### src/hdl/charger_defines.svh
// Register offsets, field positions and timing constants of the charger control block
`ifndef CHARGER_DEFINES_SVH
`define CHARGER_DEFINES_SVH
`define A_CUR_CMD 8'h00
`define A_VOLT_CMD 8'h04
`define A_CUR_LIMIT 8'h08
`define A_VOLT_LIMIT 8'h0C
`define A_CUR_DAC 8'h10
`define A_VOLT_DAC 8'h14
`define A_CHG_STATUS 8'h18
`define A_IRQ_STATUS 8'h1C
`define A_IRQ_CLEAR 8'h20
`define A_IRQ_ENABLE 8'h24
`define LIMIT_RST 10'h3FF
`define DAC_ZERO 10'h000
`define PIN_RST 6'h04
`define THERM_LAST 3'h4
`define EV_STATUS 0
`define EV_OVERRANGE 1
`define EV_TIMEOUT 2
`define EV_PAIR 3
`define EV_W 4
`define TIMEOUT_S 180
`define CLK_HZ 40000000
`define WAKE_MA 80
`define WAKE_CODE_RST 10'h008
`endif

### src/hdl/charger_pkg.sv
// Types shared by the charger control block
package charger_pkg;
  typedef enum logic [2:0] {
    therm_normal = 3'h0,
    therm_under_range = 3'h1,
    therm_too_cold = 3'h2,
    therm_too_hot = 3'h3,
    therm_over_range = 3'h4
  } therm_e;
  typedef enum logic [1:0] {
    charging_none = 2'h0,
    charging_wake = 2'h1,
    charging_run = 2'h3
  } chg_state_e;
  typedef struct packed {
    logic psel;
    logic penable;
    logic pwrite;
    logic [7:0] paddr;
    logic [31:0] pwdata;
  } apb_req_s;
  typedef struct packed {
    logic [2:0] therm;
    logic adapter;
    logic charge_en;
    logic cur_or;
    logic volt_or;
    logic [1:0] state;
  } chg_status_s;
endpackage

### src/hdl/smart_charger_ctl.sv
// Charger controller: enable decision, wake current, command watchdog, DACs, alert line
//
// Functional notes
// - Thermistor over-range (no battery) forces charge enable low.
// - Adapter absent or thermistor hot also forces charge enable low.
// - Battery insertion or adapter connection selects the fixed wake-up current.
// - Wake current stops after timeout when under-range or cold and no commands.
// - Current and voltage pair within timeout loads both DACs and enables charging.
// - Requests above programmed limit are replaced by the limit and flagged.
// - Two 10-bit DAC registers hold charging current and charging voltage.
// - Status-change interrupt asserts whenever any status condition changes.
// - Interrupt clears only on status read or alert response.
// - Interrupt pin is active low open drain.
// - Active-low shutdown input disables the charger while low.
// - Voltage request above nominal limit sets voltage overrange flag.
`timescale 1ns/1ps
`include "charger_defines.svh"
module smart_charger_ctl #(
  parameter int DAC_W = 10,
  parameter logic [32:0] TIMEOUT_CYC = 33'(64'(`TIMEOUT_S) * 64'(`CLK_HZ)),
  parameter logic [9:0] WAKE_CODE = `WAKE_CODE_RST
) (
  // Clock and reset
  input wire logic clk,
  input wire logic rstn,
  // APB slave
  input charger_pkg::apb_req_s apb_req,
  output logic [31:0] prdata,
  output logic pready,
  output logic pslverr,
  // Pins from outside the clock domain
  input wire logic [2:0] therm_class_in,
  input wire logic adapter_present,
  input wire logic shutdown_n_in,
  input wire logic ara_done_in,
  // Charger and alert outputs
  output logic charge_enable_out,
  output logic charger_run,
  output logic [DAC_W-1:0] cur_dac_out,
  output logic [DAC_W-1:0] volt_dac_out,
  output logic status_change_irq_n_o,
  output logic status_change_irq_n_oe,
  output logic irq
);
  import charger_pkg::*;

  // Three-stage synchronisers; a value is taken once stages two and three agree
  logic [5:0] pin_raw, s1, s2, s3, pin;
  assign pin_raw = {ara_done_in, shutdown_n_in, adapter_present, therm_class_in};
  // Per-bit reset image: no battery, adapter absent, shutdown held, no alert response
  localparam logic [5:0] PIN_RST_V = `PIN_RST;
  for (genvar i = 0; i < 6; i++)
  begin : g_sync
    always_ff @(posedge clk or negedge rstn)
    begin
      if (!rstn)
      begin
        s1[i] <= 1'b0;
        s2[i] <= 1'b0;
        s3[i] <= 1'b0;
        pin[i] <= PIN_RST_V[i];
      end
      else
      begin
        s1[i] <= pin_raw[i];
        s2[i] <= s1[i];
        s3[i] <= s2[i];
        if (s2[i] == s3[i])
          pin[i] <= s3[i];
      end
    end
  end

  // Thermistor class decode; illegal codes count as no battery
  therm_e therm;
  wire adapter = pin[3];
  wire shutdown_n = pin[4];
  wire ara = pin[5];
  logic ara_q, adapter_q, no_batt_q;
  assign therm = (pin[2:0] > `THERM_LAST) ? therm_over_range : therm_e'(pin[2:0]);
  wire no_batt = (therm == therm_over_range);
  wire hot = (therm == therm_too_hot);
  wire inhibit = no_batt || hot || !adapter;
  wire wake_only = (therm == therm_under_range) || (therm == therm_too_cold);
  wire insert = (adapter && !adapter_q && !no_batt) || (no_batt_q && !no_batt && adapter);
  wire ara_pulse = ara && !ara_q;

  // APB decode: setup captures read data, access phase answers in one cycle
  wire setup = apb_req.psel && !apb_req.penable;
  wire access = apb_req.psel && apb_req.penable && pready;
  wire wr = access && apb_req.pwrite;
  wire [7:0] a = apb_req.paddr;
  wire [9:0] wdat = apb_req.pwdata[9:0];
  wire wr_cur = wr && (a == `A_CUR_CMD);
  wire wr_volt = wr && (a == `A_VOLT_CMD);
  wire status_rd = access && !apb_req.pwrite && (a == `A_CHG_STATUS);
  wire mapped = (a[1:0] == 2'b00) && (a <= `A_IRQ_ENABLE);

  // Registers
  logic [9:0] cur_limit, volt_limit, cur_req, volt_req;
  logic cur_got, volt_got, cur_or, volt_or;
  logic [`EV_W-1:0] irq_status, irq_enable;
  logic [32:0] timer;
  chg_state_e state, next_state;
  logic status_pend;
  chg_status_s stat, stat_q;

  // Clamp against limits
  wire cur_over = wdat > cur_limit;
  wire volt_over = wdat > volt_limit;
  wire [9:0] cur_clamped = cur_over ? cur_limit : wdat;
  wire [9:0] volt_clamped = volt_over ? volt_limit : wdat;
  wire pair_done = (cur_got || wr_cur) && (volt_got || wr_volt);
  wire timeout = (state != charging_none) && (timer >= TIMEOUT_CYC - 33'h1);

  // Limit and enable registers
  always_ff @(posedge clk or negedge rstn)
  begin
    if (!rstn)
    begin
      cur_limit <= `LIMIT_RST;
      volt_limit <= `LIMIT_RST;
      irq_enable <= '0;
    end
    else if (wr)
    begin
      if (a == `A_CUR_LIMIT) cur_limit <= wdat;
      if (a == `A_VOLT_LIMIT) volt_limit <= wdat;
      if (a == `A_IRQ_ENABLE) irq_enable <= apb_req.pwdata[`EV_W-1:0];
    end
  end

  // Command capture with clamping and overrange flags
  always_ff @(posedge clk or negedge rstn)
  begin
    if (!rstn)
    begin
      cur_req <= `DAC_ZERO;
      volt_req <= `DAC_ZERO;
      cur_or <= 1'b0;
      volt_or <= 1'b0;
      cur_got <= 1'b0;
      volt_got <= 1'b0;
    end
    else
    begin
      if (wr_cur)
      begin
        cur_req <= cur_clamped;
        cur_or <= cur_over;
      end
      if (wr_volt)
      begin
        volt_req <= volt_clamped;
        volt_or <= volt_over;
      end
      cur_got <= !pair_done && !timeout && (cur_got || wr_cur);
      volt_got <= !pair_done && !timeout && (volt_got || wr_volt);
    end
  end

  // Charge state
  always_comb
  begin
    next_state = state;
    unique case (state)
      charging_none:
        if (pair_done) next_state = charging_run;
        else if (insert) next_state = charging_wake;
      charging_wake:
        if (pair_done) next_state = charging_run;
        else if (timeout && wake_only) next_state = charging_none;
        else if (insert) next_state = charging_wake;
      charging_run:
        if (pair_done) next_state = charging_run;
        else if (insert) next_state = charging_wake;
        else if (timeout) next_state = charging_none;
      default: next_state = charging_none;
    endcase
  end

  // Current and voltage value being accepted this cycle
  function automatic logic [9:0] cur_req_n();
    return wr_cur ? cur_clamped : cur_req;
  endfunction
  function automatic logic [9:0] volt_req_n();
    return wr_volt ? volt_clamped : volt_req;
  endfunction

  // State, watchdog and DAC outputs
  always_ff @(posedge clk or negedge rstn)
  begin
    if (!rstn)
    begin
      state <= charging_none;
      timer <= '0;
      cur_dac_out <= '0;
      volt_dac_out <= '0;
      charge_enable_out <= 1'b0;
      charger_run <= 1'b0;
    end
    else
    begin
      state <= next_state;
      timer <= (pair_done || insert || timeout || state == charging_none) ? '0 : timer + 33'h1;
      cur_dac_out <= (next_state == charging_run) ? (pair_done ? cur_req_n() : cur_req)
                   : (next_state == charging_wake) ? WAKE_CODE : `DAC_ZERO;
      volt_dac_out <= (next_state == charging_run) ? (pair_done ? volt_req_n() : volt_req)
                    : `DAC_ZERO;
      charge_enable_out <= !inhibit && (next_state != charging_none);
      charger_run <= !inhibit && (next_state != charging_none) && shutdown_n;
    end
  end

  // Status change detection and alert line
  assign stat = '{therm: therm, adapter: adapter, charge_en: charge_enable_out,
                  cur_or: cur_or, volt_or: volt_or, state: state};
  wire stat_change = (stat != stat_q);
  always_ff @(posedge clk or negedge rstn)
  begin
    if (!rstn)
    begin
      stat_q <= '0;
      status_pend <= 1'b0;
      ara_q <= 1'b0;
      adapter_q <= 1'b0;
      no_batt_q <= 1'b1;
    end
    else
    begin
      stat_q <= stat;
      status_pend <= stat_change || (status_pend && !status_rd && !ara_pulse);
      ara_q <= ara;
      adapter_q <= adapter;
      no_batt_q <= no_batt;
    end
  end
  assign status_change_irq_n_o = 1'b0;
  assign status_change_irq_n_oe = status_pend;

  // Sticky event bits, set wins over clear
  wire [`EV_W-1:0] events = {pair_done, timeout, (wr_cur && cur_over) || (wr_volt && volt_over),
                             stat_change};
  wire [`EV_W-1:0] ev_clr = (wr && a == `A_IRQ_CLEAR) ? apb_req.pwdata[`EV_W-1:0] : '0;
  always_ff @(posedge clk or negedge rstn)
  begin
    if (!rstn)
      irq_status <= '0;
    else
      irq_status <= events | (irq_status & ~ev_clr);
  end
  assign irq = |(irq_status & irq_enable);

  // Read mux, captured in the setup cycle
  logic [31:0] rd_mux;
  always_comb
  begin
    rd_mux = '0;
    unique case (a)
      `A_CUR_LIMIT: rd_mux[9:0] = cur_limit;
      `A_VOLT_LIMIT: rd_mux[9:0] = volt_limit;
      `A_CUR_DAC: rd_mux[DAC_W-1:0] = cur_dac_out;
      `A_VOLT_DAC: rd_mux[DAC_W-1:0] = volt_dac_out;
      `A_CHG_STATUS: rd_mux[$bits(chg_status_s)-1:0] = stat;
      `A_IRQ_STATUS: rd_mux[`EV_W-1:0] = irq_status;
      `A_IRQ_ENABLE: rd_mux[`EV_W-1:0] = irq_enable;
      default: rd_mux = '0;
    endcase
  end
  always_ff @(posedge clk or negedge rstn)
  begin
    if (!rstn)
    begin
      prdata <= '0;
      pready <= 1'b0;
      pslverr <= 1'b0;
    end
    else
    begin
      prdata <= setup ? rd_mux : prdata;
      pready <= setup;
      pslverr <= setup && !mapped;
    end
  end

  // Checks
  a_no_batt_off: assert property (@(posedge clk) disable iff (!rstn)
    no_batt |=> !charge_enable_out) else $error("charge enabled without battery");
  a_inhibit_off: assert property (@(posedge clk) disable iff (!rstn)
    (!adapter || hot) |=> !charge_enable_out) else $error("charge enabled while inhibited");
  a_wake_select: assert property (@(posedge clk) disable iff (!rstn)
    (insert && !pair_done) |=> state == charging_wake && cur_dac_out == WAKE_CODE)
    else $error("wake current not selected");
  a_wake_end: assert property (@(posedge clk) disable iff (!rstn)
    (state == charging_wake && timeout && wake_only && !pair_done) |=> state == charging_none
    ##1 cur_dac_out == `DAC_ZERO) else $error("wake current not ended");
  a_pair_load: assert property (@(posedge clk) disable iff (!rstn)
    pair_done |=> state == charging_run && cur_dac_out == cur_req && volt_dac_out == volt_req)
    else $error("command pair not loaded");
  a_clamp_cur: assert property (@(posedge clk) disable iff (!rstn)
    (wr_cur && cur_over) |=> cur_or && cur_req == $past(cur_limit))
    else $error("current not clamped");
  a_clamp_volt: assert property (@(posedge clk) disable iff (!rstn)
    (wr_volt && volt_over) |=> volt_or && volt_req == $past(volt_limit))
    else $error("voltage not clamped");
  a_irq_assert: assert property (@(posedge clk) disable iff (!rstn)
    stat_change |=> !status_change_irq_n_o && status_change_irq_n_oe)
    else $error("alert not asserted");
  a_irq_hold: assert property (@(posedge clk) disable iff (!rstn)
    (status_pend && !status_rd && !ara_pulse) |=> status_pend)
    else $error("alert dropped early");
  a_timer_restart: assert property (@(posedge clk) disable iff (!rstn)
    pair_done |=> timer == '0) else $error("timeout not restarted");
  a_shutdown_off: assert property (@(posedge clk) disable iff (!rstn)
    !shutdown_n |=> !charger_run) else $error("runs during shutdown");
endmodule

### config.mk
export PLATFORM = sky130hd
export DESIGN_NAME = smart_charger_ctl
export DESIGN_NICKNAME = d
export VERILOG_FILES = /design/src/hdl/charger_pkg.sv /design/src/hdl/smart_charger_ctl.sv
export VERILOG_INCLUDE_DIRS = /design/src /design/src/hdl
export SDC_FILE = /design/constraint.sdc
export NUM_CORES = 1
export LEC_CHECK = 0
export CORE_MARGIN = 2
export CORE_UTILIZATION = 50
export DETAILED_ROUTE_END_ITERATION = 10
export DONT_BUFFER_PORTS = 1
export PLACE_DENSITY = 0.66
export SETUP_SLACK_MARGIN = 0.3
export SLEW_MARGIN = 10
export SYNTH_ARGS = -nofsm -noshare
export SYNTH_HDL_FRONTEND = slang
export SYNTH_SLANG_ARGS = --single-unit
### constraint.sdc
create_clock -name clk -period 3.25 [get_ports clk]
set_clock_uncertainty 0.1 [all_clocks]
set_input_delay 0.65 -clock clk [delete_from_list [all_inputs] [get_ports clk]]
set_output_delay 0.65 -clock clk [all_outputs]
set_load 0.01 [all_outputs]
### After elaboration in Yosys (flattened, before gate mapping)

Index checks and enable logic that the tools add are counted.
Widths: inputs -> output; s select.

| operators by class | value |
|---|---|
| bitwise logic cells | 4 |
| add/subtract/negate cells | 1 |
| magnitude comparators | 5 |
| eq/ne operators | 24 |
| muxes and demuxes | 23 |
| reductions and logical operators | 60 |

Operators with widths:

| cell | count |
|---|---|
| $mux 10 | 8 |
| $add 33x1->33 const B | 1 |
| $ge 33x33->1 const B | 1 |
| $mux 33 | 1 |
| $eq 8x5->1 const B | 4 |
| $logic_and 1x1->1 | 28 |
| $pmux 4 s7 | 1 |
| $pmux 5 s5 | 1 |
| $gt 10x10->1 | 2 |
| $eq 8x4->1 const B | 2 |
| $eq 8x6->1 const B | 2 |
| $mux 2 | 7 |
| $logic_not 1->1 | 12 |
| $logic_or 1x1->1 | 11 |
| $ne 9x9->1 | 1 |
| $and 4x4->4 | 2 |
| $eq 8x3->1 const B | 1 |
| $le 8x6->1 const B | 1 |
| $logic_not 8->1 | 1 |
| $mux 4 | 2 |
| $eq 1x1->1 | 6 |
| $eq 3x2->1 const B | 2 |
| $pmux 2 s3 | 1 |
| $reduce_and 2->1 | 3 |
| other kinds (12) | 16 |

| word-level totals | value |
|---|---|
| bits in registers | 157 |
| input port bits | 51 |
| word-level logic and storage cells | 169 |

### Logic depth before layout (Yosys ltp)

Gate-level depths: netlist of the first run.

| depth | value |
|---|---|
| word-level depth | 14 |
| depth in mapped cells | 10 |
| mapped depth without buffers | 8 |

### Worst setup path after synthesis of the first run

OpenSTA, ideal clock, no wires.

| path | value |
|---|---|
| path kind | input to register |
| from | in apb_req[34] (netlist bit) |
| to | reg timer[31] |
| arrival time | 2.368 ns |
| stages on the path | 9 |
| slack | 0.664 ns |
| path buffers | 3 |
| required time | 3.031 ns |
| library setup time | 0.119 ns |
| cells stage by stage | buf_6 > or4_4 > buf_6 > nor3_4 > a2bb2oi_4 > nor3_1 > nand2_1 > buf_4 > nor2_1 |

| on the way | value |
|---|---|
| word-level cells in the longest chain between the ends | 8 |
| elaborated cells between the ends (all ways) | 11 |
| those cells by class | 1 x eq/ne; 1 x mux; 9 x reduce/logical |

RTL lines:

| item | line | source |
|---|---|---|
| start: declaration | smart_charger_ctl.sv:27 | `input charger_pkg::apb_req_s apb_req,` |
| $eq 8x3->1 (no source line) / $logic_not 8->1 (equally long branches) | - |  |
| $logic_and 1x1->1 (on tied branches) | smart_charger_ctl.sv:95, smart_charger_ctl.sv:94 |  |
| $logic_or 1x1->1 | smart_charger_ctl.sv:113 | `wire pair_done = (cur_got \|\| wr_cur) && (volt_got \|\| wr_volt);` |
| $logic_and 1x1->1 * | smart_charger_ctl.sv:113 |  |
| $logic_or 1x1->1 * (3 in series) | smart_charger_ctl.sv:205 | `timer <= (pair_done \|\| insert \|\| timeout \|\| state == charging_none) ? '0 : timer + 33'h1;` |
| $mux 33 * | smart_charger_ctl.sv:205 |  |
| end signal: assignment | smart_charger_ctl.sv:205 |  |
| end: declaration | smart_charger_ctl.sv:103 | `logic [32:0] timer;` |

Mark *: on every way between the ends. The rest lies on a longest branch, timed or not.
A chain may end at the register's enable or synchronous reset.

### Worst setup path after layout of the first run

| path | value |
|---|---|
| from | reg cur_limit[7] |
| to | reg cur_dac_out[1] |

| on the way | value |
|---|---|
| word-level cells in the longest chain between the ends | 5 |

RTL lines:

| item | line | source |
|---|---|---|
| start: declaration | smart_charger_ctl.sv:100 | `logic [9:0] cur_limit, volt_limit, cur_req, volt_req;` |
| start signal: assignment | smart_charger_ctl.sv:121 | `` cur_limit <= `LIMIT_RST; `` |
| start signal: assignment | smart_charger_ctl.sv:127 | `` if (a == `A_CUR_LIMIT) cur_limit <= wdat; `` |
| $gt 10x10->1 | smart_charger_ctl.sv:109 | `wire cur_over = wdat > cur_limit;` |
| $mux 10 | smart_charger_ctl.sv:111 | `wire [9:0] cur_clamped = cur_over ? cur_limit : wdat;` |
| $mux 10 | smart_charger_ctl.sv:184 | `return wr_cur ? cur_clamped : cur_req;` |
| $mux 10 | smart_charger_ctl.sv:206 | `cur_dac_out <= (next_state == charging_run) ? (pair_done ? cur_req_n() : cur_req)` |
| $mux 10 (no source line) | - |  |
| end signal: assignment | smart_charger_ctl.sv:206 |  |
| end: declaration | smart_charger_ctl.sv:39 | `output logic [DAC_W-1:0] cur_dac_out,` |

Every way passes these cells.

==> flow_summary_export.csv, run 1 <==
group,metric,value,unit
synthesis,avgSynthCellArea,9.78,um^2
routing,drc,0,
cts,cts_buffers,17,
timing,relSlewSlack,0.512,
setup_path,cp-start-kind,"flip-flop",
cts,cts.clk_slew.worst_paths,60,ps
setup_path,cp_cell_sequence,"inv_1, ha_1, nand4_1, a211oi_1, a2111o_1, and2_1, buf_4, nand3_1, a31oi_2",
routing,num_vias,5960,
timing,hold_violations,135,
synthesis,synthesis.area,0.00792,mm^2
cts,htree_levels,4,
synthesis,synth_edf_count,0,
floorplan,die_x,130,um
synthesis,async_flop_share,1.00,
cells_and_area,fill_cells,1395,
grt,groute.usage.overall,0.243,
grt,grt_pass1_vias,6049,
power,sequentialPowerShare,0.482,
synthesis,synthCells,810,
routing,detail_route.wirelength,19300,um
routing,drt.antenna.violating_nets,0,
power,intPower,3.36,mW
timing,slew_viol_final,0,
placed_design,placedCellCount,1002,
power,clkPwrFrac,0.467,
cts,cts_resized,0,
floorplan,dieHeight,130,um
cts,clock_path_buffers,2,
routing,drt-initial-drc-count,373,
synthesis,yosysMostFrequentCell,"dfrtp_1",
worst_hold_path,hold_path_class,"in -> async",
setup_path,critPathMaxFanout,9,
power,p_sw_frac,0.226,
synthesis,ys_ff_latch,157,
grt,overflow,0,
setup_path,required,3470,ps
timing,final-setup-viol-count,0,
synthesis,ys_top_cells_by_area,"dfrtp_1 (43%), dfstp_2 (7.3%), nand2_1 (4.8%)",
power,ir_drop,0.375,mV
power,comb_power_share,0.051,
timing,fin_crit,2690,ps
placed_design,place_congestion,0.895,
floorplan,core_area,0.0157,mm^2
cts,clock_latency,430,ps
cells_and_area,multi_input_area,0.00357,mm^2
floorplan,dieArea,0.0169,mm^2
cts,cts_sinks,157,
timing,tightestPinTransition,726,ps
synthesis,synth_warnings,0,
cells_and_area,drive_gt1_frac,0.133,
routing,viasPerCell,5.76,
cells_and_area,diodes,0,
placed_design,dp_slack,456,ps
timing,setup_ws,558,ps
routing,wl_per_cell,18.7,um
cells_and_area,final_cells,1034,
status,status,"finished with violations",
floorplan,io_pins,110,
floorplan,fp-row-count,46,
timing,period_share,0.828,
setup_path,cp-end-kind,"flip-flop",
timing,tns,0,ps
timing,timing.hold.ws,-184,ps
run,drv_cap,0,
synthesis,synthFlopType,"dfrtp_1",
placed_design,post-dp-hpwl,13900,um
timing,rsz0062_at_grt,"no",
cells_and_area,seqCellArea,0.00396,mm^2
synthesis,synth_cell_types,63,
setup_path,slowest_stage,"dfstp_2",
cells_and_area,nNetsFinal,878,
synthesis,synth_top_area_share,0.427,
cts,cts_tree,"built",
setup_path,cp_num_buf_inv,2,
cells_and_area,syn_to_final_growth,9.35,%
setup_path,max_stage_delay,570,ps
power,power_density,502,mW/mm^2
setup_path,critPathTopFamily,"compound AO/OA/AOI/OAI gates",
grt,grt_max_degree,158,
cts,clock_tree.root_cell,"clkbuf_16",
grt,grt_pass1_wl,31500,um
status,violations,"hold timing",
timing,fmax,371,MHz
setup_path,crit_type,"reg -> reg",
setup_path,cp.arrival,2910,ps
power,power.switching,0.984,mW
synthesis,synth_commonest_cells,"dfrtp_1 (135), nand2_1 (101), nor2_1 (78), nand3_1 (58), o21ai_0 (34)",
floorplan,start_util,0.506,
grt,antenna_found_initial,0,
synthesis,synth_top_area_cell,"dfrtp_1",
routing,drt_pass1_iterations,7,
placed_design,numPortBuffers,0,
power,cellLeakagePower,3.72,nW
synthesis,synth-seq-area-share,0.500,
## worst register-to-register path: stages, from the launching register on
cell	delay [ps]
dfstp_2	570
inv_1	60
ha_1	300
nand4_1	180
a211oi_1	280
a2111o_1	170
and2_1	370
buf_4	220
nand3_1	90
a31oi_2	250
## sequential cells by signal (all words and copies together) (netlist names), 6 cells and up
register	cells
cur_dac_out	10
cur_limit	10
cur_req	10
prdata	10
s1	6
s2	6
s3	6
stat_q	9
timer	33
volt_dac_out	10
volt_limit	10
volt_req	10
## cell type report
| class | instances | share of cell area |
|---|---|---|
| Timing Repair Buffer | 19 | 0.0165 |
| Sequential cell | 157 | 0.457 |
| Inverter | 31 | 0.0134 |
| Multi-Input combinational cell | 579 | 0.413 |
| Tap cell | 216 | 0.0312 |
| Clock buffer | 22 | 0.0536 |
| Clock inverter | 10 | 0.0159 |
## cell usage in the layout, fill, tap and decap left out, types with 5 or more instances in the layout
cell       Yosys  routed
dfstp_2       22      22
or3_1          6       6
o21ai_0       34      34
a31oi_2       10      10
mux2i_1        8       8
inv_1         31      31
xnor2_1       12      12
and3_1         8       8
nor3_1        10      10
nand3_1       58      58
mux2_2        14      14
xor2_1        27      27
a31oi_1       21      21
nand4_1       14      14
nand2_1      101     101
and2_1         8       8
maj3_1         6       6
clkbuf_16      0      17
nor2_1        78      78
buf_4         27      19
o211ai_1       5       5
ha_1          22      22
conb_1         1      23
a22oi_1       17      17
nor4_1         8       8
a21oi_1       30      30
dfrtp_1      135     135
## kinds of logic (layout without fill, tap and decap cells)
logic type	Yosys count	in the layout	synth area share
XOR/XNOR	39	39	0.0431
AO/OA/AOI/OAI	147	147	0.127
buffers and inverters	96	82	0.0608
AND/OR/NAND/NOR	320	320	0.197
adder cells (fa/ha/maj)	28	28	0.0423
flip-flops	157	157	0.500
other	1	23	0.000474
multiplexers	22	22	0.0300
## routing by layer
metal,vias up,wire [um],share of wire,track usage
met5,-,0,0,0
met4,0,896,0.046,0.133
met3,54,1420,0.074,0.0726
met2,201,9310,0.48,0.388
met1,2924,7710,0.40,0.298
li1,2781,-,-,-
## final timing paths
| check | startpoint | endpoint | slack [ps] | cells past startpoint |
|---|---|---|---|---|
| max in group asynchronous | rstn | volt_limit[0] | 2890 | 0 |
| worst max register to register | cur_limit[7] | cur_dac_out[1] | 560 | 9 |
| worst min register to register | s1[5] | s2[5] | 250 | 0 |
| worst max-delay path | cur_limit[7] | cur_dac_out[1] | 560 | 9 |
| worst min-delay path | rstn | timer[13] | -180 | 0 |
| min in group clk | therm_class_in[2] | s1[2] | 150 | 0 |
## stage by stage
step / hold WS [ps] / cell area (um^2) / power [mW] / utilization
finish: -184 / 8660 / 4.35 / 0.553
global route: -202 / 8660 / 4.53 / 0.553
CTS: -198 / 8660 / 4.39 / 0.553
detailed placement: 237 / 8060 / 2.35 / 0.515
global placement: 234 / 8060 / 2.34 / 0.515
floorplan: 231 / 8000 / 2.32 / -
## timing repair
item,in CTS,in global routing
endpoints found under the setup margin,0,0
hold endpoints to repair,157,138
buffers inserted,0,0
## power by group through the flow
stage               logic [mW]  registers (mW)  clock network, mW
CTS                      0.223            2.10               2.07
global placement         0.212            2.13                  0
finish                   0.222            2.10               2.03
global route             0.256            2.11               2.17
detailed placement       0.221            2.13                  0
floorplan                0.213            2.11                  0
Note: power is estimated with default switching activity, not from simulation.
==> run 2: changes to the inputs <==
clock period = 2.55 ns   (was 3.25 ns; I/O delays follow)
==> flow_summary_export.csv, run 2 (synthesized netlist as in run 1, its figures left out) <==
group,metric,value,unit
power,cellLeakagePower,4.06,nW
floorplan,dieHeight,130,um
grt,groute.usage.overall,0.264,
setup_path,cp-start-kind,"flip-flop",
run,drv_cap,0,
cells_and_area,regMostFlops,"timer",
cells_and_area,layout_commonest_cell,"dfrtp_1",
cts,htree_levels,4,
cells_and_area,diodes,0,
routing,drt.antenna.violating_nets,0,
setup_path,cp.arrival,2610,ps
timing,hold_violations,154,
setup_path,cp-end-kind,"flip-flop",
routing,wl_per_cell,20.8,um
status,violations,"hold timing",
cts,cts_tree,"built",
setup_path,critPathMaxFanout,8,
worst_hold_path,hold_path_class,"in -> async",
status,status,"finished with violations",
routing,drt-initial-drc-count,652,
floorplan,die_x,130,um
setup_path,slowest_stage,"dfstp_2",
floorplan,core_area,0.0157,mm^2
cells_and_area,syn_to_final_growth,26.3,%
timing,tns,0,ps
routing,detail_route.wirelength,22800,um
timing,slew_viol_final,0,
cts,cts.clk_slew.worst_paths,70,ps
setup_path,max_stage_delay,560,ps
cts,clock_tree.root_cell,"clkbuf_16",
placed_design,numPortBuffers,0,
routing,drt_pass1_iterations,6,
floorplan,fp-row-count,46,
grt,overflow,0,
cells_and_area,largest_reg_flops,33,
power,ir_drop,0.521,mV
routing,drc,0,
cells_and_area,fill_cells,1186,
cells_and_area,drive_gt1_frac,0.306,
cts,cts_sinks,157,
timing,fmax,427,MHz
cts,clock_path_buffers,2,
timing,tightestPinTransition,651,ps
cts,hold_buffers,6,
grt,antenna_found_initial,0,
grt,grt_max_degree,158,
floorplan,io_pins,110,
timing,final-setup-viol-count,0,
timing,setup_ws,206,ps
routing,num_vias,6537,
cells_and_area,mostFrequentLayoutCells,"dfrtp_1 (135), nand2_1 (94), nand3_1 (55), buf_4 (50), nor2_1 (45)",
routing,viasPerCell,5.98,
timing,timing.hold.ws,-336,ps
placed_design,post-dp-hpwl,14100,um
timing,fin_crit,2340,ps
floorplan,start_util,0.506,
cts,clock_latency,440,ps
setup_path,crit_type,"reg -> reg",
setup_path,cp_cell_sequence,"inv_1, ha_4, and4_4, a21boi_2, o31a_1, buf_6, nand3_1, a31oi_4",
power,power_density,572,mW/mm^2
placed_design,place_congestion,0.863,
cts,cts_buffers,17,
grt,grt_pass1_wl,33700,um
timing,period_share,0.919,
timing,relSlewSlack,0.566,
floorplan,dieArea,0.0169,mm^2
grt,grt_pass1_vias,6304,
cells_and_area,nNetsFinal,937,
setup_path,required,2810,ps
placed_design,dp_slack,88.7,ps
timing,rsz0062_at_grt,"yes",
run 2: timing repair:
action	CTS	global route
gates cloned	6	2
setup endpoints to repair	76	80
hold endpoints to repair	163	157
gates resized for setup	36	108
buffers inserted	23	10
pin swaps	13	36
run 2: path summary, 6_finish.rpt:
check,start,endpoint,slack [ps],cells past startpoint
max in group asynchronous,rstn,volt_limit[7],2320,0
worst min-delay path,rstn,timer[23],-340,0
worst max register to register,volt_limit[9],volt_dac_out[5],210,8
min in group clk,apb_req[1],cur_limit[1],80,2
worst min register to register,s1[2],s2[2],240,0
worst max-delay path,volt_limit[9],volt_dac_out[5],210,8
run 2: routing by layer:
| metal | global-route usage | up-vias | routed length, um |
|---|---|---|---|
| met4 | 0.117 | 0 | 884 |
| met5 | 0 | - | 0 |
| met1 | 0.338 | 3289 | 9170 |
| met3 | 0.0709 | 54 | 1800 |
| met2 | 0.424 | 289 | 10900 |
| li1 | - | 2905 | - |
run 2: stage by stage:
stage                     power [mW]  cell area [um^2]   util  hold WS, ps  std cells
after floorplan                 2.98              8160      -          114        832
after global placement          3.01              8300  0.530          120       1014
after detailed placement        3.02              8300  0.530          120       1014
after CTS                       5.64              9420  0.602         -343       1081
after global routing            5.92             10000  0.639         -352       1093
final                           5.72             10000  0.639         -336       1093
run 2: critical path: cells and delay by family (launching register included):
family,cells,cell delay (ps)
AOI/OAI and AO/OA,3,710
adders and majority gates,1,270
DFF,1,560
and+or+nand+nor,2,370
buffers and inverters,2,270
run 2: area by class of cell:
cell class              count  area, um^2  share of cell area
clock inverters            11         133              0.0133
well taps                 216         270              0.0270
inverters                  31         116              0.0116
flip-flops and latches    157        3960               0.395
repair buffers             78         826              0.0825
multi-input cells         579        4250               0.425
clock buffers              21         450              0.0450
run 2: power by group:
group / internal (mW) / switching, mW
clock: 1.48 / 1.08
combinational: 0.233 / 0.259
sequential: 2.58 / 0.0930
total: 4.29 / 1.43
